File: config.mk
export PLATFORM = sky130hd
export DESIGN_NAME = ecc_top
export DESIGN_NICKNAME = d
export VERILOG_FILES = /design/src/verilog/ecc_pkg.sv /design/src/verilog/ecc_channel.sv /design/src/verilog/ecc_top.sv
export SDC_FILE = /design/constraint.sdc
export NUM_CORES = 2
export LEC_CHECK = 0
export BUFFER_PORTS_ARGS = -buffer_cell sky130_fd_sc_hd__buf_2
export CAP_MARGIN = 20
export CORE_MARGIN = 2
export CORE_UTILIZATION = 26
export CTS_BUF_LIST = sky130_fd_sc_hd__clkbuf_16
export DETAILED_ROUTE_END_ITERATION = 10
export HOLD_SLACK_MARGIN = 0.06
export PLACE_DENSITY_LB_ADDON = 0.12
export SETUP_SLACK_MARGIN = 0.15
export SYNTH_ARGS = -nofsm -noshare
export SYNTH_HDL_FRONTEND = slang
export SYNTH_HIERARCHICAL = 1
export SYNTH_SLANG_ARGS = --single-unit
File: constraint.sdc
create_clock -name mclk_i -period 3.2 [get_ports mclk_i]
set_input_delay 0.16 -clock mclk_i [delete_from_list [all_inputs] [get_ports mclk_i]]
set_output_delay 0.16 -clock mclk_i [all_outputs]
set_load 0.01 [all_outputs]
File: src/verilog/ecc_pkg.sv
package ecc_pkg;

    // Channel count and counter width
    localparam int unsigned NUM_CH = 4;
    localparam int unsigned CNT_W = 24;

    // Per-channel register block: channel number in paddr[5:4]
    localparam logic [3:0] CH_CTRL = 4'h0;
    localparam logic [3:0] CH_MODE = 4'h4;
    localparam logic [3:0] CH_PRESET = 4'h8;
    localparam logic [3:0] CH_COUNT = 4'hc;

    // Shared registers
    localparam logic [7:0] OFF_CMD = 8'h40;
    localparam logic [7:0] OFF_LATCH = 8'h50;
    localparam logic [7:0] OFF_STATUS = 8'h60;

    // Control register fields
    localparam int unsigned MODE_LSB = 0;
    localparam int unsigned MODE_W = 2;
    localparam int unsigned CNT_EN_BIT = 16;
    localparam int unsigned CAPT_BIT = 17;
    localparam int unsigned MASTER_BIT = 18;
    localparam logic [31:0] MODE_MASK = 32'h00000003;

    // Command register fields, one bit per channel in each group
    localparam int unsigned CMD_LOAD_LSB = 0;
    localparam int unsigned CMD_CLR_LSB = 4;
    localparam int unsigned CMD_TRIG_LSB = 8;
    localparam int unsigned CMD_FACTORY_BIT = 12;

    // Reset and factory values
    localparam logic [31:0] CTRL_RST = 32'h00874000;
    localparam logic [23:0] PRESET_RST = 24'h0001f3;

    typedef enum logic [1:0] {
        MODE_PLAIN = 2'h0,
        MODE_RANGE = 2'h1,
        MODE_NORECYCLE = 2'h2,
        MODE_MODN = 2'h3
    } ecc_mode_t;

endpackage

File: src/verilog/ecc_channel.sv
module ecc_channel
    import ecc_pkg::*;
#(
    parameter int unsigned W = CNT_W
) (
    // Clock and reset
    input wire logic mclk_i,
    input wire logic reset_i,
    // Encoder pins
    input wire logic enc_a_i,
    input wire logic enc_b_i,
    // Controls from the register file
    input wire logic enable_i,
    input wire logic capture_i,
    input wire ecc_mode_t mode_i,
    input wire logic [W-1:0] preset_i,
    input wire logic load_i,
    input wire logic clear_i,
    input wire logic trig_i,
    // State
    output logic [W-1:0] count_o,
    output logic [W-1:0] latch_o,
    output logic halted_o
);

    typedef struct packed {
        logic [2:0] a_s;
        logic [2:0] b_s;
        logic a_f;
        logic b_f;
        logic [W-1:0] count;
        logic [W-1:0] latch;
        logic halted;
    } ecc_ch_state_t;

    ecc_ch_state_t q;
    ecc_ch_state_t d;
    logic step;
    logic up_dir;

    always_comb begin
        d = q;
        d.a_s = {q.a_s[1:0], enc_a_i};
        d.b_s = {q.b_s[1:0], enc_b_i};
        // Only a level seen by the second and third stage is accepted
        if (q.a_s[1] == q.a_s[2]) begin
            d.a_f = q.a_s[2];
        end
        if (q.b_s[1] == q.b_s[2]) begin
            d.b_f = q.b_s[2];
        end
        // Both edges changing at once is a lost state: ignored
        step = (d.a_f ^ q.a_f) ^ (d.b_f ^ q.b_f);
        up_dir = d.a_f ^ q.b_f;
        if (clear_i) begin
            d.count = '0;
            d.halted = 1'b0;
        end else if (load_i) begin
            d.count = preset_i;
            d.halted = 1'b0;
        end else if (step && enable_i && !q.halted) begin
            unique case (mode_i)
                MODE_PLAIN: begin
                    d.count = up_dir ? q.count + 1'b1 : q.count - 1'b1;
                end
                MODE_RANGE: begin
                    if (up_dir && q.count < preset_i) begin
                        d.count = q.count + 1'b1;
                    end else if (!up_dir && q.count != '0) begin
                        d.count = q.count - 1'b1;
                    end
                end
                MODE_NORECYCLE: begin
                    // Stays stopped until software loads or clears
                    if (up_dir) begin
                        if (q.count == preset_i) begin
                            d.halted = 1'b1;
                        end else begin
                            d.count = q.count + 1'b1;
                        end
                    end else if (q.count == '0) begin
                        d.halted = 1'b1;
                    end else begin
                        d.count = q.count - 1'b1;
                    end
                end
                MODE_MODN: begin
                    if (up_dir) begin
                        d.count = (q.count == preset_i) ? '0 : q.count + 1'b1;
                    end else begin
                        d.count = (q.count == '0) ? preset_i : q.count - 1'b1;
                    end
                end
            endcase
        end
        if (trig_i && capture_i) begin
            d.latch = q.count;
        end
    end

    always_ff @(posedge mclk_i) begin
        if (reset_i) begin
            q <= '0;
        end else begin
            q <= d;
        end
    end

    assign count_o = q.count;
    assign latch_o = q.latch;
    assign halted_o = q.halted;

    property p_load;
        @(posedge mclk_i) disable iff (reset_i)
        load_i && !clear_i |=> count_o == $past(preset_i);
    endproperty
    a_load: assert property (p_load) else $error("count not loaded from preset");

    property p_clear;
        @(posedge mclk_i) disable iff (reset_i)
        clear_i |=> count_o == '0 && !halted_o;
    endproperty
    a_clear: assert property (p_clear) else $error("count not cleared");

    property p_hold;
        @(posedge mclk_i) disable iff (reset_i)
        !enable_i && !load_i && !clear_i |=> $stable(count_o);
    endproperty
    a_hold: assert property (p_hold) else $error("disabled channel counted");

    property p_capture;
        @(posedge mclk_i) disable iff (reset_i)
        trig_i && capture_i |=> latch_o == $past(count_o);
    endproperty
    a_capture: assert property (p_capture) else $error("trigger did not capture");

    property p_nocapture;
        @(posedge mclk_i) disable iff (reset_i)
        !(trig_i && capture_i) |=> $stable(latch_o);
    endproperty
    a_nocapture: assert property (p_nocapture) else $error("latch changed");

    property p_plain;
        @(posedge mclk_i) disable iff (reset_i)
        step && up_dir && enable_i && !halted_o && !load_i && !clear_i
            && mode_i == MODE_PLAIN |=> count_o == W'($past(count_o) + 1'b1);
    endproperty
    a_plain: assert property (p_plain) else $error("plain count wrong");

    property p_range;
        @(posedge mclk_i) disable iff (reset_i)
        step && up_dir && enable_i && !load_i && !clear_i && mode_i == MODE_RANGE
            && count_o == preset_i |=> $stable(count_o);
    endproperty
    a_range: assert property (p_range) else $error("range limit passed");

    property p_modn;
        @(posedge mclk_i) disable iff (reset_i)
        step && up_dir && enable_i && !halted_o && !load_i && !clear_i
            && mode_i == MODE_MODN && count_o == preset_i |=> count_o == '0;
    endproperty
    a_modn: assert property (p_modn) else $error("modulo wrap wrong");

endmodule

File: src/verilog/ecc_top.sv
// Contract
// - Four channels 0-3, each with a control register replaced whole by a write.
// - Counters are unsigned 24-bit; a load forces the count to the preset, unless a reset-count comes in the same command write.
// - Each channel can be enabled or disabled on its own.
// - A 2-bit mode field can be written leaving other control bits unchanged.
// - Mode 0 plain, 1 range-limit, 2 non-recycle, 3 modulo-N.
// - A reset-count command sets the channel count to zero.
// - With capture on a trigger copies count to latch; otherwise latch holds.
// - A channel counts only while its master enable is set.
// - Factory defaults: control 0x00874000, preset 0x000001F3 per channel.
module ecc_top
    import ecc_pkg::*;
(
    // Clock and reset
    input wire logic mclk_i,
    input wire logic reset_i,
    // APB slave
    input wire logic psel_i,
    input wire logic penable_i,
    input wire logic pwrite_i,
    input wire logic [7:0] paddr_i,
    input wire logic [31:0] pwdata_i,
    output logic [31:0] prdata_o,
    output logic pready_o,
    output logic pslverr_o,
    // Encoder and trigger pins
    input wire logic [NUM_CH-1:0] enc_a_i,
    input wire logic [NUM_CH-1:0] enc_b_i,
    input wire logic trig_i
);

    typedef struct packed {
        logic [NUM_CH-1:0][31:0] ctrl;
        logic [NUM_CH-1:0][CNT_W-1:0] preset;
        logic [31:0] prdata;
        logic pready;
        logic pslverr;
        logic [2:0] trig_s;
        logic trig_f;
    } ecc_top_state_t;

    ecc_top_state_t q;
    ecc_top_state_t d;

    // Channel side
    logic [NUM_CH-1:0][CNT_W-1:0] count;
    logic [NUM_CH-1:0][CNT_W-1:0] latch;
    logic [NUM_CH-1:0] halted;
    logic [NUM_CH-1:0] enable;
    logic [NUM_CH-1:0] load_p;
    logic [NUM_CH-1:0] clear_p;
    logic [NUM_CH-1:0] trig_p;

    // Bus decode
    logic setup;
    logic wr;
    logic in_ch;
    logic [1:0] ch_sel;
    logic [31:0] ctrl_sel;
    logic wr_ctrl;
    logic wr_mode;
    logic wr_preset;
    logic wr_cmd;
    logic wr_factory;
    logic pin_trig;
    logic [31:0] rd_data;
    logic rd_err;

    always_comb begin
        d = q;
        setup = psel_i && !penable_i;
        // Writes land only at the completing edge of the access phase
        wr = psel_i && penable_i && pwrite_i && q.pready;
        in_ch = (paddr_i[7:6] == 2'h0);
        ch_sel = paddr_i[5:4];
        ctrl_sel = q.ctrl[ch_sel];
        wr_ctrl = wr && in_ch && paddr_i[3:0] == CH_CTRL;
        wr_mode = wr && in_ch && paddr_i[3:0] == CH_MODE;
        wr_preset = wr && in_ch && paddr_i[3:0] == CH_PRESET;
        wr_cmd = wr && paddr_i == OFF_CMD;
        wr_factory = wr_cmd && pwdata_i[CMD_FACTORY_BIT];

        // Read decode; misaligned or unknown addresses give an error
        rd_data = 32'h00000000;
        rd_err = 1'b0;
        if (paddr_i[1:0] != 2'h0) begin
            rd_err = 1'b1;
        end else if (in_ch) begin
            unique case (paddr_i[3:0])
                CH_CTRL: rd_data = ctrl_sel;
                CH_MODE: rd_data = ctrl_sel & MODE_MASK;
                CH_PRESET: rd_data = {8'h00, q.preset[ch_sel]};
                CH_COUNT: rd_data = {8'h00, count[ch_sel]};
                default: rd_err = 1'b1;
            endcase
        end else if (paddr_i == OFF_CMD) begin
            // Command bits are pulses: nothing to read back
            rd_data = 32'h00000000;
        end else if (paddr_i[7:4] == OFF_LATCH[7:4]) begin
            rd_data = {8'h00, latch[paddr_i[3:2]]};
        end else if (paddr_i == OFF_STATUS) begin
            rd_data = {24'h000000, halted, enable};
        end else begin
            rd_err = 1'b1;
        end

        // Zero-wait answer: prepared in setup, shown during access
        d.pready = setup;
        d.pslverr = setup && rd_err;
        d.prdata = (setup && !pwrite_i) ? rd_data : 32'h00000000;

        if (wr_ctrl) begin
            d.ctrl[ch_sel] = pwdata_i;
        end
        if (wr_mode) begin
            d.ctrl[ch_sel] = (ctrl_sel & ~MODE_MASK) | (pwdata_i & MODE_MASK);
        end
        if (wr_preset) begin
            d.preset[ch_sel] = pwdata_i[CNT_W-1:0];
        end
        if (wr_factory) begin
            d.ctrl = {NUM_CH{CTRL_RST}};
            d.preset = {NUM_CH{PRESET_RST}};
        end

        // External trigger pin, three-stage filter, rising edge only
        d.trig_s = {q.trig_s[1:0], trig_i};
        if (q.trig_s[1] == q.trig_s[2]) begin
            d.trig_f = q.trig_s[2];
        end
        pin_trig = d.trig_f && !q.trig_f;

        // The load copies the live preset; software may restore it right after
        for (int c = 0; c < NUM_CH; c++) begin
            enable[c] = q.ctrl[c][MASTER_BIT] && q.ctrl[c][CNT_EN_BIT];
            load_p[c] = wr_cmd && pwdata_i[CMD_LOAD_LSB + c];
            clear_p[c] = wr_cmd && pwdata_i[CMD_CLR_LSB + c];
            trig_p[c] = pin_trig || (wr_cmd && pwdata_i[CMD_TRIG_LSB + c]);
        end
    end

    always_ff @(posedge mclk_i) begin
        if (reset_i) begin
            q <= '{ctrl: {NUM_CH{CTRL_RST}}, preset: {NUM_CH{PRESET_RST}}, default: '0};
        end else begin
            q <= d;
        end
    end

    genvar g;
    generate
        for (g = 0; g < NUM_CH; g++) begin : g_ch
            ecc_channel #(
                .W(CNT_W)
            ) u_ch (
                .mclk_i(mclk_i),
                .reset_i(reset_i),
                .enc_a_i(enc_a_i[g]),
                .enc_b_i(enc_b_i[g]),
                .enable_i(enable[g]),
                .capture_i(q.ctrl[g][CAPT_BIT]),
                .mode_i(ecc_mode_t'(q.ctrl[g][MODE_LSB +: MODE_W])),
                .preset_i(q.preset[g]),
                .load_i(load_p[g]),
                .clear_i(clear_p[g]),
                .trig_i(trig_p[g]),
                .count_o(count[g]),
                .latch_o(latch[g]),
                .halted_o(halted[g])
            );
        end
    endgenerate

    assign prdata_o = q.prdata;
    assign pready_o = q.pready;
    assign pslverr_o = q.pslverr;

    property p_ctrl_write;
        @(posedge mclk_i) disable iff (reset_i)
        wr_ctrl |=> q.ctrl[$past(ch_sel)] == $past(pwdata_i);
    endproperty
    a_ctrl_write: assert property (p_ctrl_write) else $error("control not replaced");

    property p_mode_write;
        @(posedge mclk_i) disable iff (reset_i)
        wr_mode |=> (q.ctrl[$past(ch_sel)] & ~MODE_MASK) == ($past(ctrl_sel) & ~MODE_MASK)
            && (q.ctrl[$past(ch_sel)] & MODE_MASK) == ($past(pwdata_i) & MODE_MASK);
    endproperty
    a_mode_write: assert property (p_mode_write) else $error("mode write disturbed bits");

    property p_factory;
        @(posedge mclk_i) disable iff (reset_i)
        wr_factory |=> q.ctrl == {NUM_CH{CTRL_RST}} && q.preset == {NUM_CH{PRESET_RST}};
    endproperty
    a_factory: assert property (p_factory) else $error("factory values not loaded");

    property p_enable;
        @(posedge mclk_i) disable iff (reset_i)
        wr_ctrl && !pwdata_i[MASTER_BIT] |=> !enable[$past(ch_sel)];
    endproperty
    a_enable: assert property (p_enable) else $error("channel enabled without master");

    property p_answer;
        @(posedge mclk_i) disable iff (reset_i)
        setup |=> pready_o ##1 !pready_o;
    endproperty
    a_answer: assert property (p_answer) else $error("bus answer timing wrong");

    property p_err_answer;
        @(posedge mclk_i) disable iff (reset_i)
        setup && paddr_i[1:0] != 2'h0 |=> pready_o && pslverr_o;
    endproperty
    a_err_answer: assert property (p_err_answer) else $error("misaligned access not refused");

    property p_err_no_write;
        @(posedge mclk_i) disable iff (reset_i)
        pslverr_o |=> $stable(q.ctrl) && $stable(q.preset);
    endproperty
    a_err_no_write: assert property (p_err_no_write) else $error("refused write changed state");

    property p_rdata_idle;
        @(posedge mclk_i) disable iff (reset_i)
        !pready_o |-> prdata_o == 32'h00000000 && !pslverr_o;
    endproperty
    a_rdata_idle: assert property (p_rdata_idle) else $error("bus outputs not idle");

    property p_ctrl_hold;
        @(posedge mclk_i) disable iff (reset_i)
        !wr_ctrl && !wr_mode && !wr_factory |=> $stable(q.ctrl);
    endproperty
    a_ctrl_hold: assert property (p_ctrl_hold) else $error("control changed unwritten");

    property p_preset_write;
        @(posedge mclk_i) disable iff (reset_i)
        wr_preset |=> q.preset[$past(ch_sel)] == $past(pwdata_i[CNT_W-1:0]);
    endproperty
    a_preset_write: assert property (p_preset_write) else $error("preset not written");

    property p_preset_hold;
        @(posedge mclk_i) disable iff (reset_i)
        !wr_preset && !wr_factory |=> $stable(q.preset);
    endproperty
    a_preset_hold: assert property (p_preset_hold) else $error("preset changed unwritten");

    property p_status_read;
        @(posedge mclk_i) disable iff (reset_i)
        setup && !pwrite_i && paddr_i == OFF_STATUS
            |=> prdata_o == {24'h000000, $past(halted), $past(enable)};
    endproperty
    a_status_read: assert property (p_status_read) else $error("status read wrong");

    property p_count_read;
        @(posedge mclk_i) disable iff (reset_i)
        setup && !pwrite_i && in_ch && paddr_i[3:0] == CH_COUNT
            |=> prdata_o == {8'h00, $past(count[ch_sel])};
    endproperty
    a_count_read: assert property (p_count_read) else $error("count read wrong");

    property p_enable_on;
        @(posedge mclk_i) disable iff (reset_i)
        wr_ctrl && pwdata_i[MASTER_BIT] && pwdata_i[CNT_EN_BIT] |=> enable[$past(ch_sel)];
    endproperty
    a_enable_on: assert property (p_enable_on) else $error("channel not enabled");

    property p_cnt_en_off;
        @(posedge mclk_i) disable iff (reset_i)
        wr_ctrl && !pwdata_i[CNT_EN_BIT] |=> !enable[$past(ch_sel)];
    endproperty
    a_cnt_en_off: assert property (p_cnt_en_off) else $error("channel not disabled");

    property p_mode_read;
        @(posedge mclk_i) disable iff (reset_i)
        setup && !pwrite_i && in_ch && paddr_i[3:0] == CH_MODE
            |=> prdata_o == ($past(ctrl_sel) & MODE_MASK);
    endproperty
    a_mode_read: assert property (p_mode_read) else $error("mode read wrong");

    property p_pin_all;
        @(posedge mclk_i) disable iff (reset_i)
        pin_trig |-> &trig_p;
    endproperty
    a_pin_all: assert property (p_pin_all) else $error("pin trigger missed a channel");

    property p_trig_pulse;
        @(posedge mclk_i) disable iff (reset_i)
        pin_trig |=> !pin_trig;
    endproperty
    a_trig_pulse: assert property (p_trig_pulse) else $error("pin trigger not one pulse");

    property p_clear_cmd;
        @(posedge mclk_i) disable iff (reset_i)
        wr_cmd && pwdata_i[CMD_CLR_LSB] |=> count[0] == '0;
    endproperty
    a_clear_cmd: assert property (p_clear_cmd) else $error("clear command missed");

    property p_latch_read;
        @(posedge mclk_i) disable iff (reset_i)
        setup && !pwrite_i && paddr_i[7:4] == OFF_LATCH[7:4] && paddr_i[1:0] == 2'h0
            |=> prdata_o == {8'h00, $past(latch[paddr_i[3:2]])};
    endproperty
    a_latch_read: assert property (p_latch_read) else $error("latch read wrong");

    property p_cmd_read;
        @(posedge mclk_i) disable iff (reset_i)
        setup && !pwrite_i && paddr_i == OFF_CMD |=> prdata_o == 32'h00000000 && !pslverr_o;
    endproperty
    a_cmd_read: assert property (p_cmd_read) else $error("command read not zero");

endmodule
==> summary.md <==
| Metric | Value |
|---|---|
| Clk_skew | `0.0295 ns` |
| Final WL | `166 mm` |
| Area share of xor/xnor cells in the synthesized design | `5.05%` |
| Synth-to-Final Area Change | `17.8%` |
| CTS sink cnt | `between 400 and 500` |
| CP endpoint kind | `register` |
| Maximum fanout along the worst path | `4` |
| LEAKAGE | `between 0.015 and 0.02 uW` |
| CTS H-Tree Depth | `3` |
| First-pass GRT wire length | `237 mm` |
| Clk slew on worst S/H paths | `0.06 ns` |
| Final Slew Violations | `0` |
| Synth Area in Adders | `under 10%` |
| Simple-gate share of the synthesized area | `23.6%` |
| Rows | `between 100 and 150` |
| Post-synthesis mux area share | `9.00%` |
| Main flop type after synthesis | `dfxtp_1` |
| Port-buffer cells | `87` |
| Initial detailed-routing violation count | `3263` |
| DP Wirelength | `126 mm` |
| Flop pwr share | `36.7%` |
| Switching Share | `between 20 and 30%` |
| Initial core utilization | `a little over a quarter` |
| Largest net degree at the start of global routing | `88` |
| Routability Congestion | `~0.91` |
| Worst Path Arrival | `3.59 ns` |
| Count of cell types in the netlist | `120` |
| Most frequent cells in the layout | `nand2_1, dfxtp_1, buf_4, a21oi_1, nor2_1` |
| Final period util | `96.2%` |
| Antenna Nets Post-Route | `0` |
| Syn. warnings | `6` |
| Top Ports | `88` |
| Via density | `5.32` |
| Nets | `approximately 4600` |
| Vias | `~33000` |
| Post-synthesis sequential element count | `490` |
| Int Pwr | `~12000 uW` |
| Ratio of cells with drive above 1 in the final layout | `20.6%` |
| Synth Area in Compound Gates | `17.9%` |
| Max Root-Sink Buffers | `3` |
| Combinational power share | `16.3%` |
| Die ar. | `133000 um^2` |
| GR Overflow Total | `0` |
| Core area | `129000 um^2` |
| Fmax | `0.325 GHz` |
| Minimum clock period | `approximately 3.1 ns` |
| Avg Cell Area, Syn | `about 8 um^2` |
| Synth async-reset ratio | `0%` |
| Status | `completed` |
| CP Launch Type | `register` |
| Clock share of power | `46.9%` |
| DR DRC count | `0` |
| Sequential fraction of the synthesis area | `approximately 29%` |
| Total GRT Usage | `between 20% and 30%` |
| Routed length per instance | `about 27 um` |
| Commonest non-fill, non-tap cell in the layout | `nand2_1` |
| Hold Crit Class | `in -> reg` |
| Mapped cell area | `~34000 um^2` |
| Total CTS buffers | `68` |
| Die Wd | `365 um` |
| Slew of the pin with the lowest slew margin | `1.02 ns` |
| Die Y | `365 um` |
| MaxCap Viol Count | `0` |
| Final hold slack | `0.132 ns` |
| Switching power | `4990 uW` |
| Final Hold Fails | `0` |
| Post-Syn Instances | `4277` |
| Vias in the first global route | `between 30000 and 40000` |
| Clk_lat worst skew | `0.67 ns` |
| Unrepaired setup endpoints after global routing | `true` |
| Combinational family with the most area after synthesis | `simple AND/OR/NAND/NOR gates` |
| CTS tree | `done` |
| Post-Synthesis Net Count | `4439` |
| Critical Path RT | `roughly 3.7 ns` |
| Root Driver | `clkbuf_16` |
| Peak supply drop | `0.349 mV` |
| Cell area after layout | `39900 um^2` |
| Pwr/cell area | `422 nW/um^2` |
| Number of synthesized flops with an enable pin | `0` |
| DP Area | `~37000 um^2` |
| Relative slew slack | `31.5%` |
| Endpoints failing setup | `0` |
| Worst setup path class | `reg -> reg` |
| Initial antenna violation count | `10` |
| TNS Setup | `0 ns` |
| Pre-antenna DRT Iters | `6` |
==> power groups by stage <==
stage,Clock [uW],Combinational (uW),Sequential [uW]
final,7910,2750,6190
after global routing,8310,2950,6190
after CTS,8120,2680,6190
after detailed placement,0,2620,6320
after global placement,0,2640,6320
after floorplan,0,1760,6310
==> cells by family (layout without fill, tap and decap cells) <==
| family | count (synthesis) | count (layout) |
|---|---|---|
| xor gates and xnor gates | 189 | 189 |
| muxes | 174 | 174 |
| AOI/OAI and AO/OA | 948 | 948 |
| DFF | 490 | 490 |
| buffers and inverters | 709 | 874 |
| and+or+nand+nor | 1655 | 1655 |
| other | 0 | 2 |
| adders and majority gates | 112 | 112 |
==> per-layer routing <==
metal,GRT usage (%),routed length [um]
met1,33.5,73800
met3,3.56,10400
met4,7.60,5330
met5,0,24
met2,39.7,76000
==> stage by stage <==
step	setup slack (ns)	total power, uW	std cells	util (%)
floorplan	0.294	8070	4277	-
global placement	-0.0719	8960	5994	28.5
detailed placement	-0.0109	8940	5994	28.5
CTS	0.0429	17000	6165	30.6
global route	0.0618	17400	6184	30.8
finish	0.121	16800	6186	30.8
==> registers in the layout, indices dropped and copies added (netlist names), named ones only <==
| signal | flops |
|---|---|
| pready_o | 1 |
| pslverr_o | 1 |
| g_ch.u_ch/latch_o | 96 |
| g_ch.u_ch/q | 16 |
| d | 2 |
| g_ch.u_ch/d | 16 |
| g_ch.u_ch/count_o | 96 |
| prdata_o | 32 |
| g_ch.u_ch/halted_o | 4 |
| q | 220 |
==> worst paths after layout <==
| path | start | endpoint | slack [ns] | cells past startpoint |
|---|---|---|---|---|
| worst min register to register | d[2] | d[3] | 0.44 | 1 |
| worst max-delay path | g_ch[0].u_ch/count_o[0] | g_ch[0].u_ch/count_o[10] | 0.12 | 10 |
| worst max register to register | g_ch[0].u_ch/count_o[0] | g_ch[0].u_ch/count_o[10] | 0.12 | 10 |
| worst min-delay path | paddr_i[7] | prdata_o[3] | 0.13 | 5 |
==> final cells by class <==
| cell class | instances | area, um^2 |
|---|---|---|
| Fill cell | 14000 | 89500 |
| Multi-Input combinational cell | 3078 | 20500 |
| Sequential cell | 490 | 9820 |
| Timing Repair Buffer | 606 | 4690 |
| Tap cell | 1742 | 2180 |
| Clock buffer | 71 | 1780 |
| Inverter | 146 | 548 |
| Clock inverter | 51 | 464 |
| Antenna cell | 2 | 5.00 |
==> worst max-delay path, stage by stage (launching register included) <==
cell and delay, ns:
dfxtp_1 0.33, inv_1 0.12, ha_1 0.21, or3b_2 0.56, or2_2 0.41, nor3_4 0.21, xnor2_1 0.21, o21ai_0 0.13
a31o_2 0.26, a211oi_2 0.27, o21ai_1 0.19
==> cell usage after synthesis, drive strengths merged, types with 24 or more instances <==
cell    number  area share, %
dfxtp      490             29
mux2i       66            1.9
o21ai      140            2.1
nand3      138            2.1
inv        146            1.6
clkbuf     187            2.1
o22ai       44           0.83
nor3       102            1.7
and2        28           0.52
a31oi       31           0.62
ha         108            4.0
a21oi      419            6.2
o211ai      40           0.89
nand4       77            1.5
nand2      855            9.6
nor2b       61            1.1
xor2        70            1.9
a211oi      26           0.58
nor2       201            2.3
xnor2      119            3.1
a221oi      25           0.76
mux4       104            6.9
nor4        48            1.7
buf        376            7.7
o221ai      29           0.75
and3        26           0.48
a22oi       24           0.58
==> timing repair <==
action                     CTS  global route
resized for setup            9            46
pin swaps                    1            15
hold endpoints to repair   250             0
setup endpoints to repair   30            61
buffers inserted             0            15
hold buffers                49             0
Note: power is estimated with default switching activity, not from simulation.
